<file path="src/mcsp_cfg.svh">
`ifndef MCSP_CFG_SVH
`define MCSP_CFG_SVH
`define MCSP_FRAME_BITS 16
`define MCSP_ADDR_MSB 15
`define MCSP_ADDR_LSB 12
`define MCSP_WD_BIT 11
`define MCSP_DATA_MSB 10
`define MCSP_REG_INIT 4'h0
`define MCSP_REG_STAT1 4'h1
`define MCSP_REG_STAT7 4'h7
`define MCSP_REG_OUTCTL 4'h8
`define MCSP_REG_INEN 4'hb
`define MCSP_REG_TEST 4'hf
`define MCSP_SOA_MSB 3
`define MCSP_WDSEL_BIT 10
`define MCSP_DSF_BIT 10
`define MCSP_RCF_BIT 0
`define MCSP_REG_RESET 11'h000
`define MCSP_CLK_MHZ 10
`define MCSP_INIT_US 50
`define MCSP_INIT_CYC (`MCSP_INIT_US * `MCSP_CLK_MHZ)
`endif

</file>
<file path="src/mcsp_pkg.sv">
package mcsp_pkg;
  typedef enum logic [1:0] {
    MCSP_SLEEP  = 2'b00,
    MCSP_NORMAL = 2'b01,
    MCSP_FAIL   = 2'b11
  } mcsp_mode_t;
endpackage

</file>
<file path="src/mcsp_mode_ctrl.sv">
`timescale 1ns/1ps
`include "mcsp_cfg.svh"
module mcsp_mode_ctrl
  import mcsp_pkg::*;
#(
  parameter int WD_SHORT_US = 10000,
  parameter int WD_LONG_US  = 20000,
  parameter int BLANK_US    = 100
) (
  input  wire logic              clk_sys,
  input  wire logic              nrst,
  input  wire logic              resetWakeIn,
  input  wire logic [3:0]        wakeIn,
  input  wire logic              limpHomeIn,
  input  wire logic [3:0]        directIn,
  input  wire logic              sclkIn,
  input  wire logic              chipSelectN,
  input  wire logic              sdi,
  input  wire logic [3:0]        overloadIn,
  input  wire logic              underVoltIn,
  input  wire logic [3:0]        overTempIn,
  input  wire logic              ochiCh1In,
  input  wire logic [3:0]        severeShortIn,
  input  wire logic [15:0][10:0] statusWord,
  output logic                   sdo,
  output logic                   sdoOe,
  output logic [5:0]             channelControl,
  output logic [4:0]             ocWindowStart,
  output logic                   lowOcProfile,
  output logic [3:0]             autoRestart,
  output logic [3:0]             latchedOff,
  output logic                   faultReportEn,
  output logic                   pwmEnable,
  output logic                   analogFbEnable,
  output logic                   initDone,
  output logic                   diagAvail,
  output mcsp_mode_t             mode,
  output logic [5:0]             channelOnBit,
  output logic [3:0]             directSel,
  output logic [3:0]             statusOutSelect,
  output logic                   deviceStatusFlag,
  output logic                   registerClearedFlag
);
  localparam int CW = 24;
  localparam logic [CW-1:0] WD_SHORT_CYC =
    CW'(WD_SHORT_US * `MCSP_CLK_MHZ);
  localparam logic [CW-1:0] WD_LONG_CYC =
    CW'(WD_LONG_US * `MCSP_CLK_MHZ);
  localparam logic [CW-1:0] BLANK_CYC = CW'(BLANK_US * `MCSP_CLK_MHZ);
  localparam logic [CW-1:0] INIT_CYC  = CW'(`MCSP_INIT_CYC);

  logic        rstwS;
  logic [3:0]  wakeS;
  logic        limpS;
  logic [3:0]  directS;
  logic        sclkS;
  logic        csS;
  logic        csActS;
  logic        sdiS;

  // Select synced active high so its reset level matches its idle
  mcsp_sync3 #(.W(13)) pinSync (
    .clk_sys (clk_sys),
    .nrst    (nrst),
    .asyncIn ({resetWakeIn, wakeIn, limpHomeIn, directIn,
               sclkIn, ~chipSelectN, sdi}),
    .level   ({rstwS, wakeS, limpS, directS, sclkS, csActS, sdiS})
  );
  assign csS = !csActS;

  // Mode, timers and fault latches
  logic            spiFail;
  logic            recoverPend;
  logic [CW-1:0]   blankCnt;
  logic [CW-1:0]   initCnt;
  logic [3:0]      wakePrev;
  mcsp_mode_t      next_mode;
  logic [CW-1:0]   next_blankCnt;
  logic [CW-1:0]   next_initCnt;
  logic [3:0]      next_latchedOff;
  logic            wakeCond;
  logic            failCond;
  logic            wakeUp;
  logic            toFail;
  logic            toNormal;
  logic            serialErr;

  assign wakeCond = (|wakeS) | rstwS;
  assign failCond = spiFail | limpS;
  assign wakeUp   = (mode == MCSP_SLEEP) && wakeCond;
  assign toFail   = (mode == MCSP_NORMAL) && wakeCond && failCond;
  assign toNormal = (mode == MCSP_FAIL) && wakeCond && !limpS
                    && recoverPend;

  always_comb begin
    next_mode = mode;
    if (!wakeCond) begin
      next_mode = MCSP_SLEEP;
    end else begin
      case (mode)
        MCSP_SLEEP:  next_mode = limpS ? MCSP_FAIL : MCSP_NORMAL;
        MCSP_NORMAL: next_mode = failCond ? MCSP_FAIL : MCSP_NORMAL;
        MCSP_FAIL:   next_mode = toNormal ? MCSP_NORMAL : MCSP_FAIL;
        default:     next_mode = MCSP_SLEEP;
      endcase
    end
    next_blankCnt = blankCnt;
    next_initCnt  = initCnt;
    if (wakeUp) begin
      next_blankCnt = BLANK_CYC;
      next_initCnt  = INIT_CYC;
    end else begin
      if (blankCnt != '0) next_blankCnt = blankCnt - 1'b1;
      if (initCnt != '0) next_initCnt = initCnt - 1'b1;
    end
    next_latchedOff = latchedOff;
    if (wakeUp || !rstwS) begin
      next_latchedOff = '0;
    end else if (mode == MCSP_FAIL) begin
      next_latchedOff = latchedOff | overTempIn | severeShortIn
                        | {3'b000, ochiCh1In};
    end
  end

  always_ff @(posedge clk_sys) begin
    if (!nrst) begin
      mode       <= MCSP_SLEEP;
      blankCnt   <= '0;
      initCnt    <= '0;
      latchedOff <= '0;
      wakePrev   <= '0;
    end else begin
      mode       <= next_mode;
      blankCnt   <= next_blankCnt;
      initCnt    <= next_initCnt;
      latchedOff <= next_latchedOff;
      wakePrev   <= wakeS;
    end
  end

  // Serial port, register file and watchdog
  logic [15:0]     rxShift;
  logic [15:0]     txShift;
  logic [7:0]      bitCnt;
  logic            sclkPrev;
  logic            csPrev;
  logic [3:0]      loadedSel;
  logic            lastWd;
  logic            recStage;
  logic [CW-1:0]   wdCnt;
  logic [10:0]     regFile [16];
  logic [15:0]     next_rxShift;
  logic [15:0]     next_txShift;
  logic [7:0]      next_bitCnt;
  logic [3:0]      next_loadedSel;
  logic            next_lastWd;
  logic            next_recStage;
  logic            next_recoverPend;
  logic [CW-1:0]   next_wdCnt;
  logic            next_spiFail;
  logic            next_dsf;
  logic            next_rcf;
  logic [10:0]     next_regFile [16];
  logic            sclkRise;
  logic            csFall;
  logic            frameEnd;
  logic            goodFrame;
  logic            wdTimeout;
  logic [CW-1:0]   wdLimit;
  logic [10:0]     selStatus;
  logic [3:0]      rxAddr;
  logic            rxWd;
  logic            clearAll;

  assign sclkRise  = sclkS && !sclkPrev && !csS;
  assign csFall    = !csS && csPrev;
  assign frameEnd  = csS && !csPrev;
  assign goodFrame = frameEnd && (bitCnt != 8'h00)
                     && (bitCnt[3:0] == 4'h0);
  assign rxAddr    = rxShift[`MCSP_ADDR_MSB:`MCSP_ADDR_LSB];
  assign rxWd      = rxShift[`MCSP_WD_BIT];
  assign wdLimit   = regFile[`MCSP_REG_INIT][`MCSP_WDSEL_BIT] ?
                     WD_LONG_CYC : WD_SHORT_CYC;
  assign wdTimeout = (wdCnt >= wdLimit - 1'b1);
  assign clearAll  = !rstwS || wakeUp || toNormal;
  assign serialErr = (mode == MCSP_NORMAL) && ((frameEnd && !goodFrame)
                     || (goodFrame && rxWd == lastWd) || wdTimeout);

  always_comb begin
    selStatus = statusWord[statusOutSelect];
    if (statusOutSelect >= `MCSP_REG_STAT1
        && statusOutSelect <= `MCSP_REG_STAT7) begin
      selStatus[`MCSP_DSF_BIT] = deviceStatusFlag;
    end
    if (statusOutSelect == `MCSP_REG_STAT1) begin
      selStatus[`MCSP_RCF_BIT] = registerClearedFlag;
    end
  end

  always_comb begin
    next_rxShift     = rxShift;
    next_txShift     = txShift;
    next_bitCnt      = bitCnt;
    next_loadedSel   = loadedSel;
    next_lastWd      = lastWd;
    next_recStage    = recStage;
    next_recoverPend = recoverPend;
    next_wdCnt       = wdTimeout ? wdCnt : wdCnt + 1'b1;
    next_spiFail     = spiFail;
    next_dsf         = deviceStatusFlag;
    next_rcf         = registerClearedFlag;
    next_regFile     = regFile;
    if (csFall) begin
      next_txShift   = {statusOutSelect, 1'b0, selStatus};
      next_bitCnt    = 8'h00;
      next_loadedSel = statusOutSelect;
    end else if (sclkRise) begin
      next_rxShift = {rxShift[14:0], sdiS};
      next_txShift = {txShift[14:0], 1'b0};
      if (bitCnt != 8'hff) next_bitCnt = bitCnt + 1'b1;
    end
    if (goodFrame && loadedSel == `MCSP_REG_STAT1) begin
      next_rcf = 1'b0;
    end
    if (goodFrame && mode == MCSP_NORMAL && rxWd != lastWd) begin
      next_lastWd = rxWd;
      next_wdCnt  = '0;
      if (rxAddr != `MCSP_REG_TEST) begin
        next_regFile[rxAddr] = rxShift[`MCSP_DATA_MSB:0];
      end
    end
    if (mode == MCSP_FAIL) begin
      // Writes only advance the recovery handshake here
      if (goodFrame && !rxWd) begin
        next_recStage = 1'b1;
        next_wdCnt    = '0;
      end else if (goodFrame && rxWd && recStage && !wdTimeout) begin
        next_recoverPend = 1'b1;
      end else if (wdTimeout) begin
        next_recStage = 1'b0;
      end
    end else begin
      next_recStage    = 1'b0;
      next_recoverPend = 1'b0;
    end
    if (toFail) begin
      for (int i = 0; i < 16; i++) begin
        next_regFile[i] = `MCSP_REG_RESET;
      end
    end
    if (clearAll) begin
      for (int i = 0; i < 16; i++) begin
        next_regFile[i] = `MCSP_REG_RESET;
      end
      next_lastWd   = 1'b1;
      next_wdCnt    = '0;
      next_spiFail  = 1'b0;
      next_dsf      = 1'b0;
      next_rcf      = 1'b0;
      next_recStage = 1'b0;
    end
    if (toNormal) begin
      next_dsf = 1'b1;
      next_rcf = 1'b1;
    end
    if (serialErr) begin
      next_spiFail = 1'b1;
    end
  end

  always_ff @(posedge clk_sys) begin
    if (!nrst) begin
      rxShift             <= '0;
      txShift             <= '0;
      bitCnt              <= '0;
      sclkPrev            <= 1'b0;
      csPrev              <= 1'b1;
      loadedSel           <= '0;
      lastWd              <= 1'b1;
      recStage            <= 1'b0;
      recoverPend         <= 1'b0;
      wdCnt               <= '0;
      spiFail             <= 1'b0;
      deviceStatusFlag    <= 1'b0;
      registerClearedFlag <= 1'b0;
      for (int i = 0; i < 16; i++) begin
        regFile[i] <= `MCSP_REG_RESET;
      end
    end else begin
      rxShift             <= next_rxShift;
      txShift             <= next_txShift;
      bitCnt              <= next_bitCnt;
      sclkPrev            <= sclkS;
      csPrev              <= csS;
      loadedSel           <= next_loadedSel;
      lastWd              <= next_lastWd;
      recStage            <= next_recStage;
      recoverPend         <= next_recoverPend;
      wdCnt               <= next_wdCnt;
      spiFail             <= next_spiFail;
      deviceStatusFlag    <= next_dsf;
      registerClearedFlag <= next_rcf;
      regFile             <= next_regFile;
    end
  end

  assign channelOnBit    = regFile[`MCSP_REG_OUTCTL][5:0];
  assign statusOutSelect = regFile[`MCSP_REG_INIT][`MCSP_SOA_MSB:0];
  for (genvar g = 0; g < 4; g++) begin : gSel
    assign directSel[g] = regFile[`MCSP_REG_INEN][2*g];
  end
  assign sdo   = txShift[15];
  // No stuck-line detector, so diagnosis stays up in Fail
  assign sdoOe = !csS && rstwS && diagAvail && (mode != MCSP_SLEEP);

  // Registered power-side outputs
  logic [5:0] next_ch;
  logic [4:0] next_ocStart;

  always_comb begin
    next_ch      = '0;
    next_ocStart = '0;
    case (mode)
      MCSP_NORMAL: begin
        for (int i = 0; i < 4; i++) begin
          next_ch[i] = directSel[i] ? directS[i] : channelOnBit[i];
        end
        next_ch[5:4] = channelOnBit[5:4];
        next_ocStart = next_ch[4:0] & ~channelControl[4:0];
      end
      MCSP_FAIL: begin
        next_ch[3:0] = directS & ~latchedOff;
        next_ocStart = {1'b0, wakeS & ~wakePrev};
      end
      default: next_ch = '0;
    endcase
  end

  always_ff @(posedge clk_sys) begin
    if (!nrst) begin
      channelControl <= '0;
      ocWindowStart  <= '0;
      lowOcProfile   <= 1'b0;
      autoRestart    <= '0;
      faultReportEn  <= 1'b0;
      pwmEnable      <= 1'b0;
      analogFbEnable <= 1'b0;
      initDone       <= 1'b0;
      diagAvail      <= 1'b0;
    end else begin
      channelControl <= next_ch;
      ocWindowStart  <= next_ocStart;
      lowOcProfile   <= (mode == MCSP_FAIL);
      autoRestart    <= (mode == MCSP_FAIL) ?
                        (overloadIn | {4{underVoltIn}}) & ~latchedOff
                        : 4'h0;
      faultReportEn  <= (mode != MCSP_SLEEP) && (blankCnt == '0);
      pwmEnable      <= (mode == MCSP_NORMAL);
      analogFbEnable <= (mode == MCSP_NORMAL);
      initDone       <= (mode != MCSP_SLEEP) && (initCnt == '0);
      diagAvail      <= (mode != MCSP_SLEEP);
    end
  end
endmodule // mcsp_mode_ctrl

</file>
<file path="src/mcsp_sync3.sv">
`timescale 1ns/1ps
module mcsp_sync3 #(
  parameter int W = 1
) (
  input  wire logic         clk_sys,
  input  wire logic         nrst,
  input  wire logic [W-1:0] asyncIn,
  output logic      [W-1:0] level
);
  logic [W-1:0] stage1;
  logic [W-1:0] stage2;
  logic [W-1:0] stage3;
  logic [W-1:0] next_level;

  // Accept a change only when the two later stages agree
  always_comb begin
    next_level = level;
    for (int i = 0; i < W; i++) begin
      if (stage2[i] == stage3[i]) begin
        next_level[i] = stage3[i];
      end
    end
  end

  always_ff @(posedge clk_sys) begin
    if (!nrst) begin
      stage1 <= '0;
      stage2 <= '0;
      stage3 <= '0;
      level  <= '0;
    end else begin
      stage1 <= asyncIn;
      stage2 <= stage1;
      stage3 <= stage2;
      level  <= next_level;
    end
  end
endmodule // mcsp_sync3
</file>
<file path="config.mk">
export PLATFORM = sky130hd
export DESIGN_NAME = mcsp_mode_ctrl
export DESIGN_NICKNAME = d
export VERILOG_FILES = /design/src/mcsp_pkg.sv /design/src/mcsp_mode_ctrl.sv /design/src/mcsp_sync3.sv
export VERILOG_INCLUDE_DIRS = /design/src
export SDC_FILE = /design/constraint.sdc
export NUM_CORES = 1
export LEC_CHECK = 0
export BUFFER_PORTS_ARGS = -buffer_cell sky130_fd_sc_hd__buf_4
export CORE_MARGIN = 3
export CORE_UTILIZATION = 50
export CTS_CLUSTER_DIAMETER = 120
export CTS_CLUSTER_SIZE = 20
export DETAILED_ROUTE_END_ITERATION = 16
export PLACE_DENSITY = 0.76
export SLEW_MARGIN = 15
export SYNTH_ARGS = -nofsm -noshare
export SYNTH_HDL_FRONTEND = slang
export SYNTH_SLANG_ARGS = --single-unit
</file>
<file path="constraint.sdc">
create_clock -name clk_sys -period 2.6 [get_ports clk_sys]
set_input_delay 0.13 -clock clk_sys [delete_from_list [all_inputs] [get_ports clk_sys]]
set_output_delay 0.13 -clock clk_sys [all_outputs]
set_load 0.03 [all_outputs]
</file>
# --- After elaboration in Yosys (flattened, before gate mapping) ---
# Cells that the tools add are included.
op_classes:
  n_addsub: 5
  order_cmp: 6
  eq_ne: 22
  muxes: 37
  bitwise_logic: 19
  reduce_logical: 71
op_table:
  columns: ["cell", "n"]
  rows:
  - ["$bwmux 176", 1]
  - ["$mux 24", 4]
  - ["$logic_not 24->1", 2]
  - ["$reduce_bool 24->1", 2]
  - ["$sub 24x1->24 const B", 2]
  - ["$bmux 11 s4", 1]
  - ["$demux 11 s4", 1]
  - ["$mux 16", 2]
  - ["$logic_and 1x1->1", 29]
  - ["$add 24x1->24 const B", 1]
  - ["$ge 24x24->1", 1]
  - ["$mux 11", 2]
  - ["$mux 10", 2]
  - ["$sub 18x1->19 const B", 1]
  - ["$mux 18", 1]
  - ["$mux 9", 2]
  - ["$reduce_and 2->1", 8]
  - ["$mux 1", 15]
  - ["$eq 1x1->1", 14]
  - ["$reduce_bool 2->1", 7]
  - ["$and 4x4->4", 3]
  - ["$or 4x4->4", 3]
  - ["$pmux 5 s2", 1]
  - ["$add 8x1->8 const B", 1]
  - ["31 further kinds", 54]
totals:
  ff_bits: 382
  input_bits: 205
  output_inout_bits: 45
  word_cells: 222

# --- Longest topological paths before layout ---
# Gate-level depths: netlist (run 1).
logic_depth:
  word_depth: 10
  mapped_depth: 9

# --- Hierarchy ---
# From an unflattened synthesis (run 1), not the netlist that was laid out.
unflattened:
  hier_cells: 1074
  hier_area_um2: 10252.3
by_module_without_submodules:
  columns: ["mod", "n_inst", "cells_per_inst", "area_each_um2", "seq_area_each_um2"]
  rows:
  - ["mcsp_mode_ctrl", 1, 939, 8728.4, 3383.2]
  - ["mcsp_sync3", 1, 135, 1524.0, 1041.0]

# --- Least setup slack after synthesis (run 1) ---
# Ideal clock, no wire load.
synth_path:
  kind: "reg2reg"
  startpoint: "register bitCnt[0]"
  endpoint: "register regFile (netlist bit statusOutSelect[2])"
  arrival_ps: 2093
  t_required_ps: 2472
  path_slack_ps: 379
  path_stages_with_launch: 10
  path_buffers: 1
  period_less_slack_ps: 2221
  cell_sequence: "dfxtp_1 inv_1 ha_1 nor3b_1 nand3_2 or2_2 buf_6 nor4b_4 mux2i_1 nor2_1"
synth_between:
  elab_chain_len: 6
  word_cells_on_any_way: 7
synth_rtl:
  columns: ["item", "line_no", "text"]
  rows:
  - ["start, declared", "mcsp_mode_ctrl.sv:144", "logic [7:0] bitCnt;"]
  - ["start signal, assigned", "mcsp_mode_ctrl.sv:292", "bitCnt <= next_bitCnt;"]
  - ["$reduce_bool 8->1", "mcsp_mode_ctrl.sv:178", "assign goodFrame = frameEnd && (bitCnt != 8'h00)"]
  - ["$logic_and 1x1->1", "mcsp_mode_ctrl.sv:178", null]
  - ["$logic_and 1x1->1 (*)", "mcsp_mode_ctrl.sv:179", "&& (bitCnt[3:0] == 4'h0);"]
  - ["$logic_and 1x1->1 (*) (2 in a row)", "mcsp_mode_ctrl.sv:225", "if (goodFrame && mode == MCSP_NORMAL && rxWd != lastWd) begin"]
  - ["$reduce_and 2->1 (no line) (*)", null, null]
  - ["end signal, assigned by index", "mcsp_mode_ctrl.sv:287", "regFile[i] <= `MCSP_REG_RESET;"]
  - ["end signal, assigned", "mcsp_mode_ctrl.sv:303", "regFile <= next_regFile;"]
  - ["end, declared", "mcsp_mode_ctrl.sv:151", "logic [10:0] regFile [16];"]
# Every way passes the cells marked *; elsewhere a longest branch is shown, timed or not.
# A chain may end at the register's enable or synchronous reset.

# --- Final worst setup path (run 1) ---
layout_path:
  startpoint: "register blankCnt[3]"
  endpoint: "register blankCnt[3]"
layout_between:
  elab_chain_len: 3
  word_cells_on_any_way: 5
layout_rtl:
  columns: ["item", "line_no", "text"]
  rows:
  - ["start, declared", "mcsp_mode_ctrl.sv:74", "logic [CW-1:0] blankCnt;"]
  - ["start signal, assigned", "mcsp_mode_ctrl.sv:134", "blankCnt <= next_blankCnt;"]
  - ["$sub 24x1->24", "mcsp_mode_ctrl.sv:113", "if (blankCnt != '0) next_blankCnt = blankCnt - 1'b1;"]
  - ["$mux 10", "mcsp_mode_ctrl.sv:113", null]
  - ["$mux 10", "mcsp_mode_ctrl.sv:109", "if (wakeUp) begin"]
# Several ways; a longest one is shown, not always the timed one. The select of a mux whose other input is x is not followed.

==> flow_metrics.tcl, run 1 <==
set metrics [dict create \
    final_common_cell "buf_4" \
    die-area_um2 21800 \
    cp-start-kind "flop" \
    synth_warnings 0 \
    hold-worst-slack_ns 0.0406 \
    grt_usage_pct 23.3 \
    die_x_um 148 \
    crit_buf_inv 0 \
    synth_top_cell_by_area "dfxtp_1" \
    syn_area_um2 10000 \
    slowest_stage "or4_4" \
    comb_power_share_pct 30.4 \
    rows 51 \
    tns_ns 0 \
    most-common-layout-cells "262 x buf_4, 219 x dfxtp_1, 110 x nand2_1" \
    min_period_over_period_pct 91.1 \
    status "finished clean" \
    viasPerCell 5.49 \
    p_clk_share_pct 24.6 \
    root_buffer "clkbuf_16" \
    htree_levels 1 \
    swShare_pct 31.1 \
    portBuffers 241 \
    worstPathCellList "or4_4 > or4_4 > nor3_1 > or3_1 > xor2_1 > a21oi_1" \
    crit_family "simple AND/OR/NAND/NOR gates" \
    antenna_found_initial 1 \
    hold_viol 0 \
    worstMarginPinSlew_ns 1.00 \
    drt-total-wl_um 26500 \
    initial_utilization_pct 51.1 \
    power.internal_uw 6090 \
    dpl.hpwl_um 19500 \
    cts_tree "done" \
    setup_slack_ns 0.230 \
    max-cap-violations 0 \
    numCtsBuffers 15 \
    grt_max_degree 67 \
    netlist.area_leader.share_pct 44.2 \
    fin_area_um2 12700 \
    gp_congestion 0.839 \
    hold_path_class "primary input to flop" \
    leakage_uw 0.00488 \
    finClkSkew_ns 0.0161 \
    rsz0062_at_grt "no" \
    clockBufferDepth 3 \
    crit_path_end_kind "flop" \
    slew_viol_final 0 \
    synth_area_leaders "dfxtp_1 44%, mux4_2 9.7%, nand2_1 4.1%, a21oi_1 4.1%, nor2_1 3.9%" \
    seq_power_share_pct 45.0 \
    p_sw_uw 2750 \
    cts_sinks 221 \
    synth_cell_types 63 \
    nNetsFinal 1510 \
    die_h_um 148 \
    clk_latency_ns 0.47 \
    cp_slowest_stage_delay_ns 0.56 \
    drc_errors 0 \
    syn2layout_area_growth_pct 27.3 \
    peakVddDrop_mv 0.860 \
    synth_nets 1267 \
    drive_gt1_share_pct 28.7 \
    grt-ovfl-total 0 \
    place_area_um2 12000 \
    worstPathRequired_ns 2.93 \
    crit_top_cell "or4_4" \
    wl_per_cell_um 17.0 \
    first_global_vias 8297 \
    slew_headroom_pct 32.6 \
    fmax_mhz 422 \
    ctsResizeCount 0 \
    coreArea_um2 19600 \
    drt_iter0_markers 494 \
    diodes 0 \
    power.density_nw_per_um2 693 \
    dr.pass1.iters 5 \
    clk_pin_slew_ns 0.08 \
    grt_pass1_wl_um 42100 \
    async_flop_share_pct 0 \
    io-pin-count 250 \
    fin_crit_ns 2.37 \
    ys.flop_type "dfxtp_1" \
    ant_nets 0 \
    seq_area_frac_synth_pct 44.2 \
    arrival_ns 2.70 \
    path_class "flop to flop" \
    syn_inst 1050 \
    synth_edf_count 0 \
    dr_total_vias 8565 \
    fin_cells 1559 \
    ys_ff_latch 221 \
    dpl_worst_slack_ns 0.188 \
    avgSynthCellArea_um2 9.54 \
    setup_viol 0 \
    crit_fanout 5 \
    post-place-cells 1511 \
]
path summary, 6_finish.rpt:
| path | start | to | slack, ns | depth (start not counted) |
|---|---|---|---|---|
| max | blankCnt[3] | blankCnt[3] | 0.23 | 6 |
| min | statusWord[10] | txShift[10] | 0.04 | 4 |
| max reg2reg | blankCnt[3] | blankCnt[3] | 0.23 | 6 |
| min reg2reg | channelControl[4] | ocWindowStart[4] | 0.41 | 1 |
metrics by stage:
| stage | utilization (%) | total power [µW] |
|---|---|---|
| global route | 65.1 | 9380 |
| detailed placement | 61.4 | 6690 |
| global placement | 61.4 | 6610 |
| finish | 65.1 | 8830 |
| CTS | 65.0 | 8910 |
| floorplan | - | 6030 |
power by group through the flow:
stage	logic, µW	registers, µW	clock network [µW]
after floorplan	2040	3990	0
after global placement	2570	4040	0
after detailed placement	2640	4050	0
after CTS	2690	3980	2240
after global routing	3000	4030	2350
final	2680	3980	2170
kinds of logic (layout without fill, tap and decap cells):
logic type | after synthesis | in the layout | synth area share (%)
AO/OA/AOI/OAI | 188 | 188 | 11.3
adder cells (fa/ha/maj) | 12 | 12 | 1.50
flip-flops | 221 | 221 | 44.2
AND/OR/NAND/NOR | 406 | 406 | 20.8
multiplexers | 83 | 83 | 13.8
XOR/XNOR | 48 | 48 | 4.20
buffers and inverters | 92 | 336 | 4.21
final cells by class:
cell class | count | area [µm²]
Multi-Input combinational cell | 737 | 5170
Clock buffer | 16 | 379
Fill cell | 1570 | 6850
Clock inverter | 2 | 28.8
Tap cell | 265 | 332
Sequential cell | 221 | 4430
Timing Repair Buffer | 294 | 2320
Inverter | 24 | 90.1
layer usage:
metal  wire [µm]  GRT usage (%)
met4         626           5.55
met2       12800           38.3
met1       11800           32.2
met5           0              0
met3        1230           4.14
synth_stat cells (3+ instances only):
master      n
buf_2       7
nor3b_1     3
nor2_1    103
nand4b_1    3
or3_1      27
a31oi_1     3
inv_1      24
and2_1     47
nor2b_1     3
xnor2_1    30
a31o_2      3
nand3b_1    3
nand2_1   110
mux2i_1    26
clkbuf_1   42
or4_4       4
o211ai_1   13
or2_2       6
ha_1       12
buf_4      16
mux4_2     43
a22oi_1    15
or4_1       9
dfxtp_1   221
xor2_1     18
o32a_1      4
mux2_2     14
nand4_1     7
nand3_1    17
nor4_1     18
nor3_1     24
and3_1      5
nand2b_1    5
and4_1      3
a21oi_1    82
o21ai_0    47
what timing repair did:
| item | in CTS | in global routing |
|---|---|---|
| setup buffers | 0 | 1 |
| endpoints found under the setup margin | 0 | 1 |
| hold endpoints to repair | 21 | 0 |
| hold buffers | 29 | 0 |
worst min-delay path: stages:
cell	delay, ns
buf_4	0.08
mux2_2	0.13
o211ai_1	0.07
o21ai_0	0.07
flip-flops by register name, indices dropped and copies added, names as in the netlist, 13 cells and up:
signal and cells:
pinSync.stage3 13, pinSync.stage2 13, initCnt 24, blankCnt 24, pinSync.stage1 13, rxShift 16, txShift 16, pinSync.level 13
wdCnt 24
No activity file was read; power rests on OpenSTA's default activity.
==> run 2: changes to the inputs <==
Settings changed: CORE_ASPECT_RATIO set to 0.9.
==> run 2 against run 1 <==
Critical path depth rose by 2. Clock-buffer cell count did not move. Routed wire length fell by 0.95%. Non-clock buffer count rose by 3. Clock skew rose by 0.0042 ns. Core utilization rose by 0.62 points. Combinational power barely moved. Flip-flop and latch count did not move. Setup slack got worse by 0.020 ns. Critical path type unchanged.
==> flow_metrics.tcl, run 2 (same netlist as run 1, synthesis figures left out) <==
set metrics [dict create \
    status "finished clean" \
    die_h_um 140 \
    hold_path_class "primary input to flop" \
    final_common_cell "buf_4" \
    fmax_mhz 418 \
    seq_power_share_pct 44.9 \
    grt_pass1_wl_um 41300 \
    drt-total-wl_um 26200 \
    comb_power_share_pct 30.5 \
    grt_max_degree 67 \
    arrival_ns 2.75 \
    root_buffer "clkbuf_16" \
    power.total_uw 8870 \
    max-cap-violations 0 \
    htree_levels 1 \
    viasPerCell 5.53 \
    numCtsBuffers 15 \
    clockBufferDepth 3 \
    setup_slack_ns 0.210 \
    coreArea_um2 19400 \
    clk_latency_ns 0.48 \
    worstMarginPinSlew_ns 0.988 \
    portBuffers 241 \
    antenna_found_initial 3 \
    first_global_vias 8142 \
    ctsResizeCount 0 \
    drive_gt1_share_pct 28.9 \
    setup_viol 0 \
    drt_iter0_markers 444 \
    p_clk_share_pct 24.6 \
    slew_headroom_pct 33.7 \
    crit_fanout 4 \
    nNetsFinal 1513 \
    path_class "flop to flop" \
    power.internal_uw 6100 \
    dpl_worst_slack_ns 0.259 \
    hold-worst-slack_ns 0.0224 \
    min_period_over_period_pct 91.9 \
    cp-start-kind "flop" \
    wl_per_cell_um 16.9 \
    power.density_nw_per_um2 696 \
    grt_usage_pct 23.1 \
    dr_total_vias 8566 \
    dpl.hpwl_um 19400 \
    dr.pass1.iters 5 \
    drc_errors 0 \
    leakage_uw 0.00489 \
    hold_viol 0 \
    syn2layout_area_growth_pct 27.2 \
    die_x_um 155 \
    r2r_setup_slack_ns 0.21 \
    crit_path_end_kind "flop" \
    cts_sinks 221 \
    swShare_pct 31.3 \
    grt-ovfl-total 0 \
    peakVddDrop_mv 0.455 \
    top_regs "blankCnt (24), initCnt (24), wdCnt (24)" \
    rows 48 \
    fin_cells 1550 \
    post-place-cells 1499 \
    die-area_um2 21800 \
    io-pin-count 250 \
    tns_ns 0 \
    cts_tree "done" \
    clk_pin_slew_ns 0.08 \
    worstPathRequired_ns 2.96 \
    slew_viol_final 0 \
    ant_nets 0 \
    rsz0062_at_grt "no" \
    most-common-layout-cells "267 x buf_4, 219 x dfxtp_1, 110 x nand2_1" \
    initial_utilization_pct 51.6 \
    gp_congestion 0.808 \
    fin_crit_ns 2.39 \
    p_sw_uw 2770 \
    finClkSkew_ns 0.0203 \
]
run 2: power groups by stage:
stage | clock network, µW | registers, µW | logic, µW
detailed placement | 0 | 4050 | 2650
finish | 2180 | 3980 | 2700
floorplan | 0 | 3990 | 2040
global placement | 0 | 4040 | 2590
global route | 2360 | 4020 | 3000
CTS | 2260 | 3980 | 2710
run 2: final cells by class:
class / instances / area, µm²
Timing Repair Buffer: 297 / 2320
Antenna cell: 3 / 7.51
Clock buffer: 16 / 379
Fill cell: 1543 / 6660
Clock inverter: 2 / 28.8
Sequential cell: 221 / 4430
Multi-Input combinational cell: 737 / 5170
Inverter: 24 / 90.1
Tap cell: 250 / 313
run 2: path summary, 6_finish.rpt:
kind,from,endpoint,depth (start not counted)
worst max-delay path,bitCnt[0],directSel[3],8
worst min-delay path,overTempIn[2],latchedOff[2],3
worst max register to register,bitCnt[0],directSel[3],8
worst min register to register,channelControl[4],ocWindowStart[4],1
run 2: routing by layer:
| layer | part of all wire [%] | vias to the layer above | GRT usage, % |
|---|---|---|---|
| met5 | 0 | - | 0 |
| li1 | - | 4207 | - |
| met2 | 51 | 234 | 40.9 |
| met1 | 41 | 4083 | 28.9 |
| met3 | 5.3 | 42 | 3.80 |
| met4 | 3.0 | 0 | 6.91 |
run 2: timing repair:
action / CTS / global route
endpoints found under the setup margin: 0 / 5
endpoints found under the hold margin: 21 / 0
setup buffers: 0 / 2
hold buffers: 28 / 0
run 2: metrics by stage:
step | cell area [µm²] | util [%]
2_1_floorplan | 10000 | -
3_3_place_gp | 12000 | 62.0
3_5_place_dp | 12000 | 62.0
4_1_cts | 12700 | 65.6
5_1_grt | 12700 | 65.7
6_report | 12700 | 65.7
run 2: worst max-delay path, stage by stage, from the launching register on:
cell	delay (ns)
dfxtp_1	0.35
inv_1	0.07
ha_1	0.14
nor3b_1	0.39
nand3_2	0.13
or2_2	0.39
nor4b_4	0.48
mux2i_1	0.26
nor2_1	0.06
==> run 3: changes to the inputs <==
Settings changed: CORE_ASPECT_RATIO 0.9 to 0.7, SKIP_CTS_REPAIR_TIMING set to 1.
==> run 3 against run 2 <==
The flow now finishes with violations (hold timing). Global-route usage is 0.087 points higher. Clock power hardly changed. Cell count increased by 0.52%. Flip-flop and latch count stayed put. Largest cell class unchanged.
==> flow_metrics.tcl, run 3 (same netlist as run 1, synthesis figures left out) <==
set metrics [dict create \
    status "finished, violations left" \
    violations "hold timing" \
    worstMarginPinSlew_ns 1.06 \
    first_global_vias 8309 \
    cts_tree "done" \
    die_x_um 175 \
    fillers 1588 \
    syn2layout_area_growth_pct 27.0 \
    portBuffers 241 \
    clk_pin_slew_ns 0.08 \
    dpl_worst_slack_ns 0.218 \
    min_period_over_period_pct 92.0 \
    leakage_uw 0.00488 \
    final_common_cell "buf_4" \
    root_buffer "clkbuf_16" \
    die-area_um2 21800 \
    power.total_uw 8900 \
    grt-ovfl-total 0 \
    slowest_stage "nor4b_4" \
    drt_iter0_markers 509 \
    drt-total-wl_um 26600 \
    peakVddDrop_mv 0.412 \
    coreArea_um2 19300 \
    viasPerCell 5.48 \
    top_regs "blankCnt (24), initCnt (24), wdCnt (24)" \
    fin_crit_ns 2.39 \
    worstPathCellList "inv_1 > ha_1 > nor3b_1 > nand3_2 > or2_2 > nor4b_4 > mux2i_1 > nor2_1" \
    slew_headroom_pct 28.9 \
    clk_latency_ns 0.49 \
    grt_usage_pct 23.2 \
    clockBufferDepth 3 \
    most-common-layout-cells "267 x buf_4, 218 x dfxtp_1, 110 x nand2_1" \
    htree_levels 1 \
    crit_buf_inv 1 \
    initial_utilization_pct 51.9 \
    slew_viol_final 0 \
    dpl.hpwl_um 19900 \
    gp_congestion 0.920 \
    hold_viol 3 \
    nNetsFinal 1510 \
    path_class "flop to flop" \
    max-cap-violations 0 \
    rows 42 \
    grt_max_degree 67 \
    die_h_um 124 \
    antenna_found_initial 0 \
    cp_slowest_stage_delay_ns 0.48 \
    hold-worst-slack_ns -0.0512 \
    io-pin-count 250 \
    worstPathRequired_ns 2.97 \
    dr_total_vias 8541 \
    arrival_ns 2.76 \
    setup_slack_ns 0.208 \
    fin_area_um2 12700 \
    numCtsBuffers 15 \
    crit_fanout 4 \
    rsz0062_at_grt "no" \
    wl_per_cell_um 17.0 \
    drive_gt1_share_pct 29.0 \
    cts_sinks 221 \
    crit_family "simple AND/OR/NAND/NOR gates" \
    tns_ns 0 \
    drc_errors 0 \
    ant_nets 0 \
    cp-start-kind "flop" \
    diodes 0 \
    place_area_um2 12000 \
    power.density_nw_per_um2 700 \
    grt_pass1_wl_um 41900 \
    dr.pass1.iters 7 \
    crit_path_end_kind "flop" \
    hold_path_class "primary input to flop" \
    setup_viol 0 \
    finClkSkew_ns 0.0164 \
    fmax_mhz 418 \
]
[run 3: changes by cell type in the layout (fill, tap and decap cells not counted), sizes merged]
cell / before / now
dlygate4sd3: 28 / 26
diode: 3 / 0
buf: 269 / 268
[run 3: final timing paths]
kind,slack [ns],from,cells past startpoint,endpoint
max,0.21,bitCnt[1],8,directSel[2]
min reg2reg,0.41,channelControl[4],1,ocWindowStart[4]
min,-0.05,nrst,3,diagAvail
max reg2reg,0.21,bitCnt[1],8,directSel[2]
[run 3: tightest hold or removal path, stage by stage]
cell,delay (ns)
buf_4,0.09
o21ai_0,0.09
inv_1,0.09
[run 3: area by class of cell]
| class | count | area (µm²) | area share (%) |
|---|---|---|---|
| Inverter | 24 | 90.1 | 0.709 |
| Sequential cell | 221 | 4430 | 34.8 |
| Timing Repair Buffer | 294 | 2280 | 18.0 |
| Clock inverter | 2 | 28.8 | 0.226 |
| Tap cell | 264 | 330 | 2.60 |
| Clock buffer | 16 | 379 | 2.98 |
| Multi-Input combinational cell | 737 | 5170 | 40.7 |
[run 3: where the power goes]
part / switching, µW / internal [µW]
registers: 276 / 3710
logic: 1400 / 1320
clock network: 1130 / 1070
total: 2800 / 6100
[run 3: metal layers]
metal,global-route usage (%),up-vias,wire (µm)
met5,0,-,0
met4,4.78,0,477
met3,3.96,38,1260
met2,39.5,223,13000
met1,31.1,4081,11800
li1,-,4199,-
[run 3: through the flow]
stage | utilization [%] | cells
detailed placement | 62.4 | 1513
floorplan | - | 1050
global placement | 62.4 | 1513
global route | 65.9 | 1558
CTS | 64.5 | 1531
finish | 65.9 | 1558
